===== config.mk =====
export PLATFORM = sky130hd
export DESIGN_NAME = scol_sensor
export DESIGN_NICKNAME = d
export VERILOG_FILES = /design/src/verilog/scol_pkg.sv /design/src/verilog/scol_sensor.sv
export SDC_FILE = /design/constraint.sdc
export NUM_CORES = 2
export LEC_CHECK = 0
export ABC_AREA = 1
export BUFFER_PORTS_ARGS = -buffer_cell sky130_fd_sc_hd__buf_2
export CAP_MARGIN = 10
export CORE_ASPECT_RATIO = 1.75
export CORE_UTILIZATION = 40
export CTS_BUF_LIST = sky130_fd_sc_hd__clkbuf_4 sky130_fd_sc_hd__clkbuf_8
export DETAILED_ROUTE_END_ITERATION = 8
export PLACE_DENSITY = 0.58
export SLEW_MARGIN = 20
export SYNTH_ARGS = -nofsm -noshare
export SYNTH_HDL_FRONTEND = slang
export SYNTH_SLANG_ARGS = --single-unit

===== constraint.sdc =====
create_clock -name clock -period 4.9 [get_ports clock]
set_clock_uncertainty 0.2 [all_clocks]
set_input_delay 0.735 -clock clock [delete_from_list [all_inputs] [get_ports clock]]
set_output_delay 0.735 -clock clock [all_outputs]
set_load 0.01 [all_outputs]

===== src/verilog/scol_pkg.sv =====
// Constants shared by the sensor control and output link block
package scol_pkg;
    // ========================================
    // Link geometry
    localparam int DATA_CHANNELS = 64;
    localparam int MAX_WORD_BITS = 12;
    localparam int REG_COUNT = 128;
    localparam int ADDR_BITS = 7;
    localparam int REG_BITS = 16;
    localparam int SPI_FRAME_BITS = 24;
    // ========================================
    // Register addresses
    localparam logic [6:0] REG_EXPOSURE_MODE = 7'h46;
    localparam logic [6:0] REG_EXPOSURE_TIME = 7'h47;
    localparam logic [6:0] REG_FRAME_COUNT = 7'h50;
    localparam logic [6:0] REG_PIXEL_RESOLUTION_SELECT = 7'h76;
    localparam logic [6:0] REG_DIE_TEMPERATURE = 7'h7f;
    // ========================================
    // Field positions
    localparam int EXT_EXPOSURE_BIT = 0;
    // ========================================
    // Reset values
    localparam logic [15:0] FRAME_COUNT_RESET = 16'h0001;
    localparam logic [15:0] RESOLUTION_RESET = 16'h0000;
    localparam logic [15:0] EXPOSURE_TIME_RESET = 16'h0010;
    localparam logic [15:0] OTHER_REG_RESET = 16'h0000;
    // ========================================
    // Resolution codes
    localparam logic [1:0] RES_12BIT = 2'h0;
    localparam logic [1:0] RES_10BIT = 2'h1;
    localparam logic [1:0] RES_8BIT = 2'h2;
    // ========================================
    // Timing counts in link clock periods, and words per readout frame
    localparam logic [3:0] MIN_PULSE_12 = 4'hc;
    localparam logic [3:0] MIN_PULSE_10 = 4'ha;
    localparam logic [3:0] MIN_PULSE_8 = 4'h8;
    localparam logic [7:0] READOUT_WORDS = 8'h10;
    localparam logic [3:0] FOT_CYCLES = 4'h4;
    // ========================================
    // Sequencer states
    typedef enum logic [1:0] {
        SEQ_IDLE = 2'b00,
        SEQ_EXPOSE = 2'b01,
        SEQ_FOT = 2'b11,
        SEQ_READOUT = 2'b10
    } scol_seq_type;
endpackage


===== src/verilog/scol_sensor.sv =====
// Sensor sequencer, programming port and serial output link
// ========================================
`timescale 1ns/1ps
module scol_sensor (
    input wire logic clock,
    input wire logic rst,
    input wire logic linkClkIn,
    input wire logic auxClkIn,
    input wire logic system_reset_low,
    input wire logic frameRequest,
    input wire logic exposure_pulse_primary,
    input wire logic exposure_pulse_secondary,
    input wire logic spiClk,
    input wire logic spiSelect,
    input wire logic spiDataIn,
    input wire logic [scol_pkg::REG_BITS-1:0] tempSensorCode,
    output logic spiDataOut,
    output logic [scol_pkg::DATA_CHANNELS-1:0] dataOut,
    output logic ctrlOut,
    output logic clkOut
);
    import scol_pkg::*;

    // ========================================
    // Input synchronisers
    localparam int NSYNC = 9;
    logic [NSYNC-1:0] pinRaw;
    logic [NSYNC-1:0] syncA_r;
    logic [NSYNC-1:0] syncB_r;
    logic [NSYNC-1:0] syncC_r;
    assign pinRaw = {auxClkIn, spiDataIn, spiSelect,
                     spiClk, exposure_pulse_secondary, exposure_pulse_primary,
                     frameRequest, system_reset_low, linkClkIn};
    genvar gi;
    generate
        for (gi = 0; gi < NSYNC; gi++) begin : g_sync
            // Two stages, then one more for edge detection
            always_ff @(posedge clock) begin
                syncA_r[gi] <= pinRaw[gi];
                syncB_r[gi] <= syncA_r[gi];
                syncC_r[gi] <= syncB_r[gi];
            end
        end
    endgenerate

    logic linkEdge, resLevelN, resFall, auxEdge;
    logic spiRise, spiFall, selLevel, spiBit;
    assign linkEdge = syncB_r[0] & ~syncC_r[0];
    assign resLevelN = syncB_r[1];
    assign resFall = ~syncB_r[1] & syncC_r[1];
    assign spiRise = syncB_r[5] & ~syncC_r[5];
    assign spiFall = ~syncB_r[5] & syncC_r[5];
    assign selLevel = syncB_r[6];
    assign spiBit = syncB_r[7];
    assign auxEdge = syncB_r[8] & ~syncC_r[8];

    // Sequencer reset: power reset, low level or falling edge of pin
    logic seqReset;
    assign seqReset = rst | resFall | ~resLevelN;

    // ========================================
    // Register file and programming port
    logic [REG_BITS-1:0] regFile [0:REG_COUNT-1];
    logic [REG_BITS-1:0] tempCode_r;
    logic [SPI_FRAME_BITS-1:0] spiShift_r;
    logic [4:0] spiCount_r;
    logic [REG_BITS-1:0] readShift_r;
    logic readActive_r;
    logic writePend_r;
    logic [1:0] resolution;
    logic [3:0] minPulse;
    logic [3:0] wordBits;
    assign resolution = regFile[REG_PIXEL_RESOLUTION_SELECT][1:0];

    // Temperature sampled on the auxiliary clock
    always_ff @(posedge clock) begin
        if (rst) begin
            tempCode_r <= OTHER_REG_RESET;
        end else if (auxEdge) begin
            tempCode_r <= tempSensorCode;
        end
    end

    // Shift in address and data while select is high
    always_ff @(posedge clock) begin
        if (seqReset || !selLevel) begin
            spiShift_r <= 24'h000000;
            spiCount_r <= 5'h00;
            writePend_r <= 1'b0;
        end else if (spiRise) begin
            spiShift_r <= {spiShift_r[SPI_FRAME_BITS-2:0], spiBit};
            if (spiCount_r == 5'(SPI_FRAME_BITS - 1)) begin
                spiCount_r <= 5'h00;
                writePend_r <= spiShift_r[SPI_FRAME_BITS-2];
            end else begin
                spiCount_r <= spiCount_r + 5'h01;
            end
        end else if (spiFall) begin
            writePend_r <= 1'b0;
        end
    end

    // Read data launched on falling edges after the last address bit
    always_ff @(posedge clock) begin
        if (seqReset || !selLevel) begin
            readShift_r <= 16'h0000;
            readActive_r <= 1'b0;
            spiDataOut <= 1'b0;
        end else if (spiRise && spiCount_r == 5'h07 && !spiShift_r[6]) begin
            readActive_r <= 1'b1;
            if ({spiShift_r[5:0], spiBit} == REG_DIE_TEMPERATURE) begin
                readShift_r <= tempCode_r;
            end else begin
                readShift_r <= regFile[{spiShift_r[5:0], spiBit}];
            end
        end else if (spiFall && readActive_r) begin
            spiDataOut <= readShift_r[REG_BITS-1];
            readShift_r <= {readShift_r[REG_BITS-2:0], 1'b0};
            if (spiCount_r == 5'h00) begin
                readActive_r <= 1'b0;
            end
        end
    end

    // Register storage; write commits on falling edge after the 24th bit
    always_ff @(posedge clock) begin
        if (seqReset) begin
            for (int i = 0; i < REG_COUNT; i++) begin
                regFile[i] <= OTHER_REG_RESET;
            end
            regFile[REG_FRAME_COUNT] <= FRAME_COUNT_RESET;
            regFile[REG_PIXEL_RESOLUTION_SELECT] <= RESOLUTION_RESET;
            regFile[REG_EXPOSURE_TIME] <= EXPOSURE_TIME_RESET;
        end else if (spiFall && writePend_r
                     && spiShift_r[22:16] != REG_DIE_TEMPERATURE) begin
            regFile[spiShift_r[22:16]] <= spiShift_r[15:0];
        end
    end

    // ========================================
    // Minimum pulse filters for request and exposure inputs
    always_comb begin
        unique case (resolution)
            RES_10BIT: begin
                minPulse = MIN_PULSE_10;
                wordBits = 4'ha;
            end
            RES_8BIT: begin
                minPulse = MIN_PULSE_8;
                wordBits = 4'h8;
            end
            default: begin
                minPulse = MIN_PULSE_12;
                wordBits = 4'hc;
            end
        endcase
    end

    logic [2:0] detected_r;
    logic [2:0] detPrev_r;
    logic [2:0] detRise;
    generate
        for (gi = 0; gi < 3; gi++) begin : g_filt
            logic [3:0] stable_r;
            // Count link periods of steady high level
            always_ff @(posedge clock) begin
                if (seqReset || !syncB_r[2+gi]) begin
                    stable_r <= 4'h0;
                    detected_r[gi] <= 1'b0;
                end else if (linkEdge && !detected_r[gi]) begin
                    stable_r <= stable_r + 4'h1;
                    if (stable_r + 4'h1 >= minPulse) begin
                        detected_r[gi] <= 1'b1;
                    end
                end
            end
        end
    endgenerate

    // Rising edges of filtered levels
    always_ff @(posedge clock) begin
        if (seqReset) begin
            detPrev_r <= 3'h0;
        end else begin
            detPrev_r <= detected_r;
        end
    end
    assign detRise = detected_r & ~detPrev_r;

    // ========================================
    // Sequencer
    scol_seq_type state_r;
    logic [15:0] framesLeft_r;
    logic [15:0] phaseCnt_r;
    logic [1:0] pending_r;
    logic [3:0] bitIdx_r;
    logic [7:0] wordCnt_r;
    logic extMode, lastBit, reqNow;
    assign extMode = regFile[REG_EXPOSURE_MODE][EXT_EXPOSURE_BIT];
    assign lastBit = (bitIdx_r == wordBits - 4'h1);
    assign reqNow = detRise[0] | (detected_r[0] & state_r == SEQ_IDLE);

    // Remember up to two early requests
    always_ff @(posedge clock) begin
        if (seqReset) begin
            pending_r <= 2'h0;
        end else if (reqNow && state_r != SEQ_IDLE
                     && !(extMode && state_r == SEQ_EXPOSE)) begin
            if (pending_r != 2'h2) begin
                pending_r <= pending_r + 2'h1;
            end
        end else if (state_r == SEQ_IDLE && pending_r != 2'h0) begin
            pending_r <= pending_r - 2'h1;
        end
    end

    // Exposure, frame overhead and readout sequencing
    always_ff @(posedge clock) begin
        if (seqReset) begin
            state_r <= SEQ_IDLE;
            framesLeft_r <= 16'h0000;
            phaseCnt_r <= 16'h0000;
        end else begin
            unique case (state_r)
                SEQ_IDLE: begin
                    phaseCnt_r <= 16'h0000;
                    if (extMode ? detRise[1] : (reqNow || pending_r != 2'h0)) begin
                        state_r <= SEQ_EXPOSE;
                        if (framesLeft_r == 16'h0000) begin
                            framesLeft_r <= regFile[REG_FRAME_COUNT];
                        end
                    end else if (framesLeft_r != 16'h0000 && !extMode) begin
                        state_r <= SEQ_EXPOSE;
                    end
                end
                SEQ_EXPOSE: begin
                    if (extMode ? reqNow : linkEdge) begin
                        phaseCnt_r <= phaseCnt_r + 16'h0001;
                        if (extMode || phaseCnt_r + 16'h0001
                                >= regFile[REG_EXPOSURE_TIME]) begin
                            state_r <= SEQ_FOT;
                            phaseCnt_r <= 16'h0000;
                        end
                    end
                end
                SEQ_FOT: begin
                    if (linkEdge) begin
                        phaseCnt_r <= phaseCnt_r + 16'h0001;
                        if (phaseCnt_r[3:0] == FOT_CYCLES - 4'h1) begin
                            state_r <= SEQ_READOUT;
                        end
                    end
                end
                SEQ_READOUT: begin
                    if (linkEdge && lastBit
                            && wordCnt_r == READOUT_WORDS - 8'h01) begin
                        state_r <= SEQ_IDLE;
                        if (framesLeft_r != 16'h0000) begin
                            framesLeft_r <= framesLeft_r - 16'h0001;
                        end
                    end
                end
            endcase
        end
    end

    // Bit and word position within the frame
    always_ff @(posedge clock) begin
        if (seqReset || state_r != SEQ_READOUT) begin
            bitIdx_r <= 4'h0;
            wordCnt_r <= 8'h00;
        end else if (linkEdge) begin
            bitIdx_r <= lastBit ? 4'h0 : bitIdx_r + 4'h1;
            if (lastBit) begin
                wordCnt_r <= wordCnt_r + 8'h01;
            end
        end
    end

    // ========================================
    // Serial output link
    logic [3:0] msbPos;
    logic [11:0] ctrlWord;
    assign msbPos = wordBits - 4'h1 - bitIdx_r;
    assign ctrlWord = {state_r == SEQ_READOUT, state_r != SEQ_IDLE,
                       state_r == SEQ_EXPOSE, detected_r[2], 8'h00};
    generate
        for (gi = 0; gi < DATA_CHANNELS; gi++) begin : g_chan
            logic [11:0] pixWord;
            assign pixWord = {wordCnt_r[5:0], 6'(gi)};
            // Pixel word shifted MSB first, zero outside readout
            always_ff @(posedge clock) begin
                if (seqReset) begin
                    dataOut[gi] <= 1'b0;
                end else if (linkEdge) begin
                    dataOut[gi] <= (state_r == SEQ_READOUT)
                                   & pixWord[msbPos];
                end
            end
        end
    endgenerate

    // Control word and DDR clock
    always_ff @(posedge clock) begin
        if (seqReset) begin
            ctrlOut <= 1'b0;
            clkOut <= 1'b0;
        end else if (linkEdge) begin
            ctrlOut <= ctrlWord[4'hb - bitIdx_r];
            clkOut <= ~clkOut;
        end
    end
endmodule // scol_sensor

# --- Word-level counts from Yosys, hierarchy flattened ---
# Memory sizes are Yosys's and may differ from the RTL's.
# Cells that the tools add are included.
word_totals:
  rom_bits: 0
  register_bits: 216
  word_cells: 469
  out_inout_bits: 67
  input_bits: 27
  n_memories: 1
  latchBits: 0
  ramBits: 2048
memory_table:
  columns: ["memory", "depth", "width", "read_ports", "rd_ports_with_merged_regs", "wr", "line_no", "rtl"]
  rows:
  - ["regFile", 128, 16, 5, 0, 128, "scol_sensor.sv:63", "logic [REG_BITS-1:0] regFile [0:REG_COUNT-1];"]
classes:
  n_bitwise: 85
  shifts: 0
  mux: 175
  addsub: 13
  div_mod_pow: 0
  n_eq_ne: 25
  n_reduce_logical: 56
  magnitude_cmp: 6
  n_mul: 0
ops:
  columns: ["cell", "count"]
  rows:
  - ["$bmux 1 s4", 65]
  - ["$mux 16", 14]
  - ["$mux 1", 79]
  - ["$and 1x1->1", 70]
  - ["$pmux 16 s3", 1]
  - ["$pmux 16 s2", 1]
  - ["$mux 2", 10]
  - ["$add 16x1->16 const B", 1]
  - ["$add 4x1->4 const B", 4]
  - ["$ge 16x16->1", 1]
  - ["$logic_not 16->1", 1]
  - ["$ne 2x1->1 const B", 8]
  - ["$reduce_and 2->1", 8]
  - ["$reduce_bool 16->1", 1]
  - ["$reduce_or 16->1", 1]
  - ["$sub 16x1->16 const B", 1]
  - ["$logic_and 1x1->1", 15]
  - ["$reduce_bool 2->1", 7]
  - ["$ge 4x4->1", 3]
  - ["$logic_not 1->1", 10]
  - ["$lt 4x5->1 const B", 2]
  - ["$add 8x1->8 const B", 1]
  - ["$eq 8x4->1 const B", 1]
  - ["$ne 2x2->1 const B", 4]
  - ["other kinds (31)", 51]

# --- Longest topological paths before layout ---
depth:
  depth_word: 9
  mapped_depth: 21
  depth_no_buf: 19

# --- Worst setup path before layout ---
# No wires, ideal clock.
synth_timing:
  path_kind: "reg-to-reg"
  from: "register phaseCnt_r[2]"
  to: "register phaseCnt_r[10]"
  stages_incl_launch_ff: 22
  required_time_ps: 4630
  period_less_slack_ps: 3357
  arrival_ps: 3086
  setup_ps: 70
  n_path_buf: 2
  slack_ps: 1543
  cell_sequence: "dfxtp_1 inv_1 nor2_1 nand4_1 nor2_1 nand4_1 nor2_1 xnor2_1 inv_1 ha_1 nand2_1 inv_1 nand3_1 inv_1 a21oi_1 nand3_1 nor3_1 or2_2 clkbuf_1 buf_2 nand2_1 a21oi_1"
synth_via:
  elab_chain_len: 6
  word_cells_on_any_way: 7
  classes_between: "add/sub: 1; order compare: 1; mux: 4; reduce/logical: 1"
synth_rtl:
  columns: ["element", "line_no", "rtl"]
  rows:
  - ["from (decl)", "scol_sensor.sv:194", "logic [15:0] phaseCnt_r;"]
  - ["from (signal assigned)", "scol_sensor.sv:238", "phaseCnt_r <= phaseCnt_r + 16'h0001;"]
  - ["from (signal assigned)", "scol_sensor.sv:248", "phaseCnt_r <= phaseCnt_r + 16'h0001;"]
  - ["$add 16x1->16 (*)", "scol_sensor.sv:238, scol_sensor.sv:239, scol_sensor.sv:248", null]
  - ["$ge 16x16->1", "scol_sensor.sv:240", ">= regFile[REG_EXPOSURE_TIME]) begin"]
  - ["$logic_or 1x1->1", "scol_sensor.sv:239", "if (extMode || phaseCnt_r + 16'h0001"]
  - ["$mux 16", "scol_sensor.sv:239", null]
  - ["$mux 16", "scol_sensor.sv:237", "if (extMode ? reqNow : linkEdge) begin"]
  - ["$pmux 16 s3 (*)", "scol_sensor.sv:224", "unique case (state_r)"]
# Every way passes the cells marked *; elsewhere a longest branch is shown, timed or not. The select of a mux whose other input is x is not followed.
# A chain may end at the register's enable or synchronous reset.

==> impl_metrics.csv <==
group,metric,value,unit
status,status,"finished clean",
cts,clockBufferDepth,4,
setup_path,cpPeakStageDelay,640,ps
sta,slew-limit-headroom,0.228,
pwr,power_frac_comb,0.065,
global_route,antenna_found_initial,3,
logic_synthesis,ys_types,48,
setup_path,rrSetupSlack,920,ps
cts,cts_sinks,2263,
route,wl_per_cell,22.2,um
global_route,grt_use_total,0.245,
placement,hpwl,206,mm
route,drt_iter0_drc,7355,
floorplan,initial_utilization,0.402,
logic_synthesis,synthArstFlopShare,0,
logic_synthesis,ys_ff_latch,2263,
floorplan,io_pins,94,
sta,setup_violations,0,
setup_path,cp-start-kind,"register",
setup_path,crit_chain,"nand2_1 -> nor2_1 -> nand2_1 -> nand2_2 -> buf_4 -> nor4_2 -> buf_4 -> nand2_1 -> nand2_1",
pwr,p_seq_frac,0.546,
sta,rsz0062_at_grt,"false",
cts,cts_made_buffers,331,
pwr,vdd_drop_max,0.000190,V
setup_path,required,5220,ps
logic_synthesis,syn_area,105000,um^2
logic_synthesis,ys_seq_area_frac,0.629,
pwr,p_per_area,345,nW/um^2
placement,port_buffers,93,
sta,slew_violations,0,
cts,cts_resized,0,
route,antenna_left,0,
finish,final_nets,11400,
logic_synthesis,synth-edff-count,2048,
sta,hold_violations,0,
setup_path,worstPathArrival,4300,ps
setup_path,path_class,"reg2reg",
hold_path,worstHoldPathCells,0,
job,maxCapViolCount,0,
setup_path,reg2reg_depth,9,
floorplan,die_w,389,um
cts,h-tree-depth,5,
setup_path,worstPathMaxFanout,17,
pwr,leakagePower,0.0439,uW
route,viasPerCell,5.33,
cts,clock-root-buffer,"clkbuf_8",
global_route,grt-ovfl-total,0,
cts,post_cts_buffers,0,
floorplan,core,260000,um^2
pwr,switchingPower,9660,uW
floorplan,dieArea,264000,um^2
route,totalWireLength,331,mm
finish,drive_gt1_frac,0.0837,
finish,area_growth_syn_to_layout,9.75,%
cts,clk_pin_slew,60,ps
cts,cts_tree,"yes",
cts,clkLatencyLatePin,1030,ps
hold_path,min_path_type,"reg2reg",
logic_synthesis,yosys_warnings,0,
sta,fmax,251,MHz
global_route,grt_pass1_wl,488,mm
finish,utilization,0.441,
pwr,switching_share,0.244,
setup_path,cp_slowest_cell,"nand2_1",
setup_path,crit_top_cell,"nand2_1",
global_route,grt_pass1_vias,78600,
pwr,intPower,29900,uW
route,drc,0,
placement,gp_congestion,0.929,
route,vias,79500,
global_route,grt_max_degree,155,
sta,fin_crit,3980,ps
logic_synthesis,syn_avg_cell_area,9.13,um^2
pwr,pwr-share-clk,0.390,
logic_synthesis,synthFlopType,"edfxtp_1",
setup_path,cp-end-kind,"register",
route,drt_pass1_iterations,6,
floorplan,placementRows,248,
logic_synthesis,syn-instance-count,11500,
finish,fill_cells,25100,
floorplan,die_y,678,um
sta,period_share,0.813,
sta,worst_slew_pin_slew,1150,ps
sta,fin_setup_tns,0,ps
==> path summary, 6_finish.rpt <==
path                       start        endpoint
hold / removal        syncA_r[4]      syncB_r[4]
setup reg to reg  spiShift_r[22]  regFile[86][9]
setup / recovery  spiShift_r[22]  regFile[86][9]
hold reg to reg       syncA_r[4]      syncB_r[4]
==> cell families after synthesis <==
kind of cell / Yosys count / synth area share
simple gates: 6343 / 0.240
flops: 2263 / 0.629
buf+inv: 1583 / 0.0617
compound gates: 1191 / 0.0613
fa+ha+maj: 45 / 0.00538
xor+xnor: 27 / 0.00240
other cells: 1 / 0.0000359
==> synth_stat cells, drive strengths merged (9+ instances only) <==
| cell type | instances | share of area |
|---|---|---|
| clkbuf | 478 | 0.017 |
| nand2 | 2407 | 0.088 |
| nand3 | 679 | 0.032 |
| edfxtp | 2048 | 0.59 |
| dfxtp | 215 | 0.041 |
| o211ai | 138 | 0.0099 |
| xnor2 | 10 | 0.00098 |
| nor3 | 38 | 0.0027 |
| a211oi | 17 | 0.0012 |
| o21ai | 723 | 0.035 |
| buf | 391 | 0.019 |
| nor2 | 3198 | 0.11 |
| xor2 | 17 | 0.0014 |
| o22ai | 9 | 0.00054 |
| a21oi | 289 | 0.014 |
| inv | 707 | 0.025 |
| ha | 45 | 0.0054 |
==> power by group through the flow <==
stage | clock network (uW) | registers, uW | logic (uW)
6_report | 15400 | 21600 | 2570
5_1_grt | 16300 | 21600 | 2800
4_1_cts | 15600 | 21600 | 2550
3_5_place_dp | 0 | 22000 | 2520
3_3_place_gp | 0 | 22000 | 2490
2_1_floorplan | 0 | 21900 | 1630
==> routing by layer <==
layer	GRT usage	routed length [um]
met1	0.276	120000
met2	0.437	167000
met3	0.0271	19600
met4	0.162	24000
met5	0	0
==> cell type report <==
class,instances,area (um^2),area share
clock buffer,433,5420,0.0472
antenna,5,12.5,0.000109
clock inverter,143,1020,0.00885
timing repair buffer,365,3060,0.0267
inverter,714,2800,0.0244
sequential,2263,65800,0.573
tap,3375,4220,0.0368
multi-input combinational,7622,32400,0.283
==> layout by cell type (no fill, tap or decap), types with 36 or more instances in the layout <==
master and instances:
nor2_1 3190, nand2_1 2335, edfxtp_1 2048, o21ai_0 720, inv_1 679, nand3_1 679, clkbuf_8 346, a21oi_1 288
dfxtp_1 211, buf_4 195, o211ai_1 138, buf_2 93, clkbuf_4 87, clkinv_1 81, nand2_2 72, ha_1 45
dlygate4sd3_1 41, clkinv_2 36, buf_12 36
==> what timing repair did <==
item / CTS / global route
setup endpoints to repair: 0 / 0
hold endpoints to repair: 25 / 0
hold buffers: 41 / 0
==> critical path: cells and delay by family, from the launching register on <==
family | cells | cell delay, ps
AND/OR/NAND/NOR | 7 | 2340
buffers and inverters | 2 | 520
flip-flops | 1 | 410
==> through the flow <==
| stage | worst slack [ps] | instance area [um^2] | std cells | hold WS (ps) | power [uW] |
|---|---|---|---|---|---|
| floorplan | 1540 | 105000 | 11500 | 110 | 23600 |
| global placement | 808 | 108000 | 14300 | 111 | 24500 |
| detailed placement | 822 | 108000 | 14300 | 114 | 24500 |
| CTS | 800 | 115000 | 14900 | 87.0 | 39700 |
| global route | 532 | 115000 | 14900 | 134 | 40700 |
| finish | 919 | 115000 | 14900 | 127 | 39600 |
==> state kept, by name, summed over array words and instances (netlist names), 2 cells and up <==
name / cells
state_r: 2
bitIdx_r: 4
g_filt.stable_r: 12
syncB_r: 6
readShift_r: 16
spiShift_r: 23
wordCnt_r: 8
pending_r: 2
regFile: 2048
detPrev_r: 2
phaseCnt_r: 16
detected_r: 2
spiCount_r: 5
framesLeft_r: 16
tempCode_r: 16
syncA_r: 9
dataOut: 64
syncC_r: 3
Note: power is estimated with default switching activity, not from simulation.
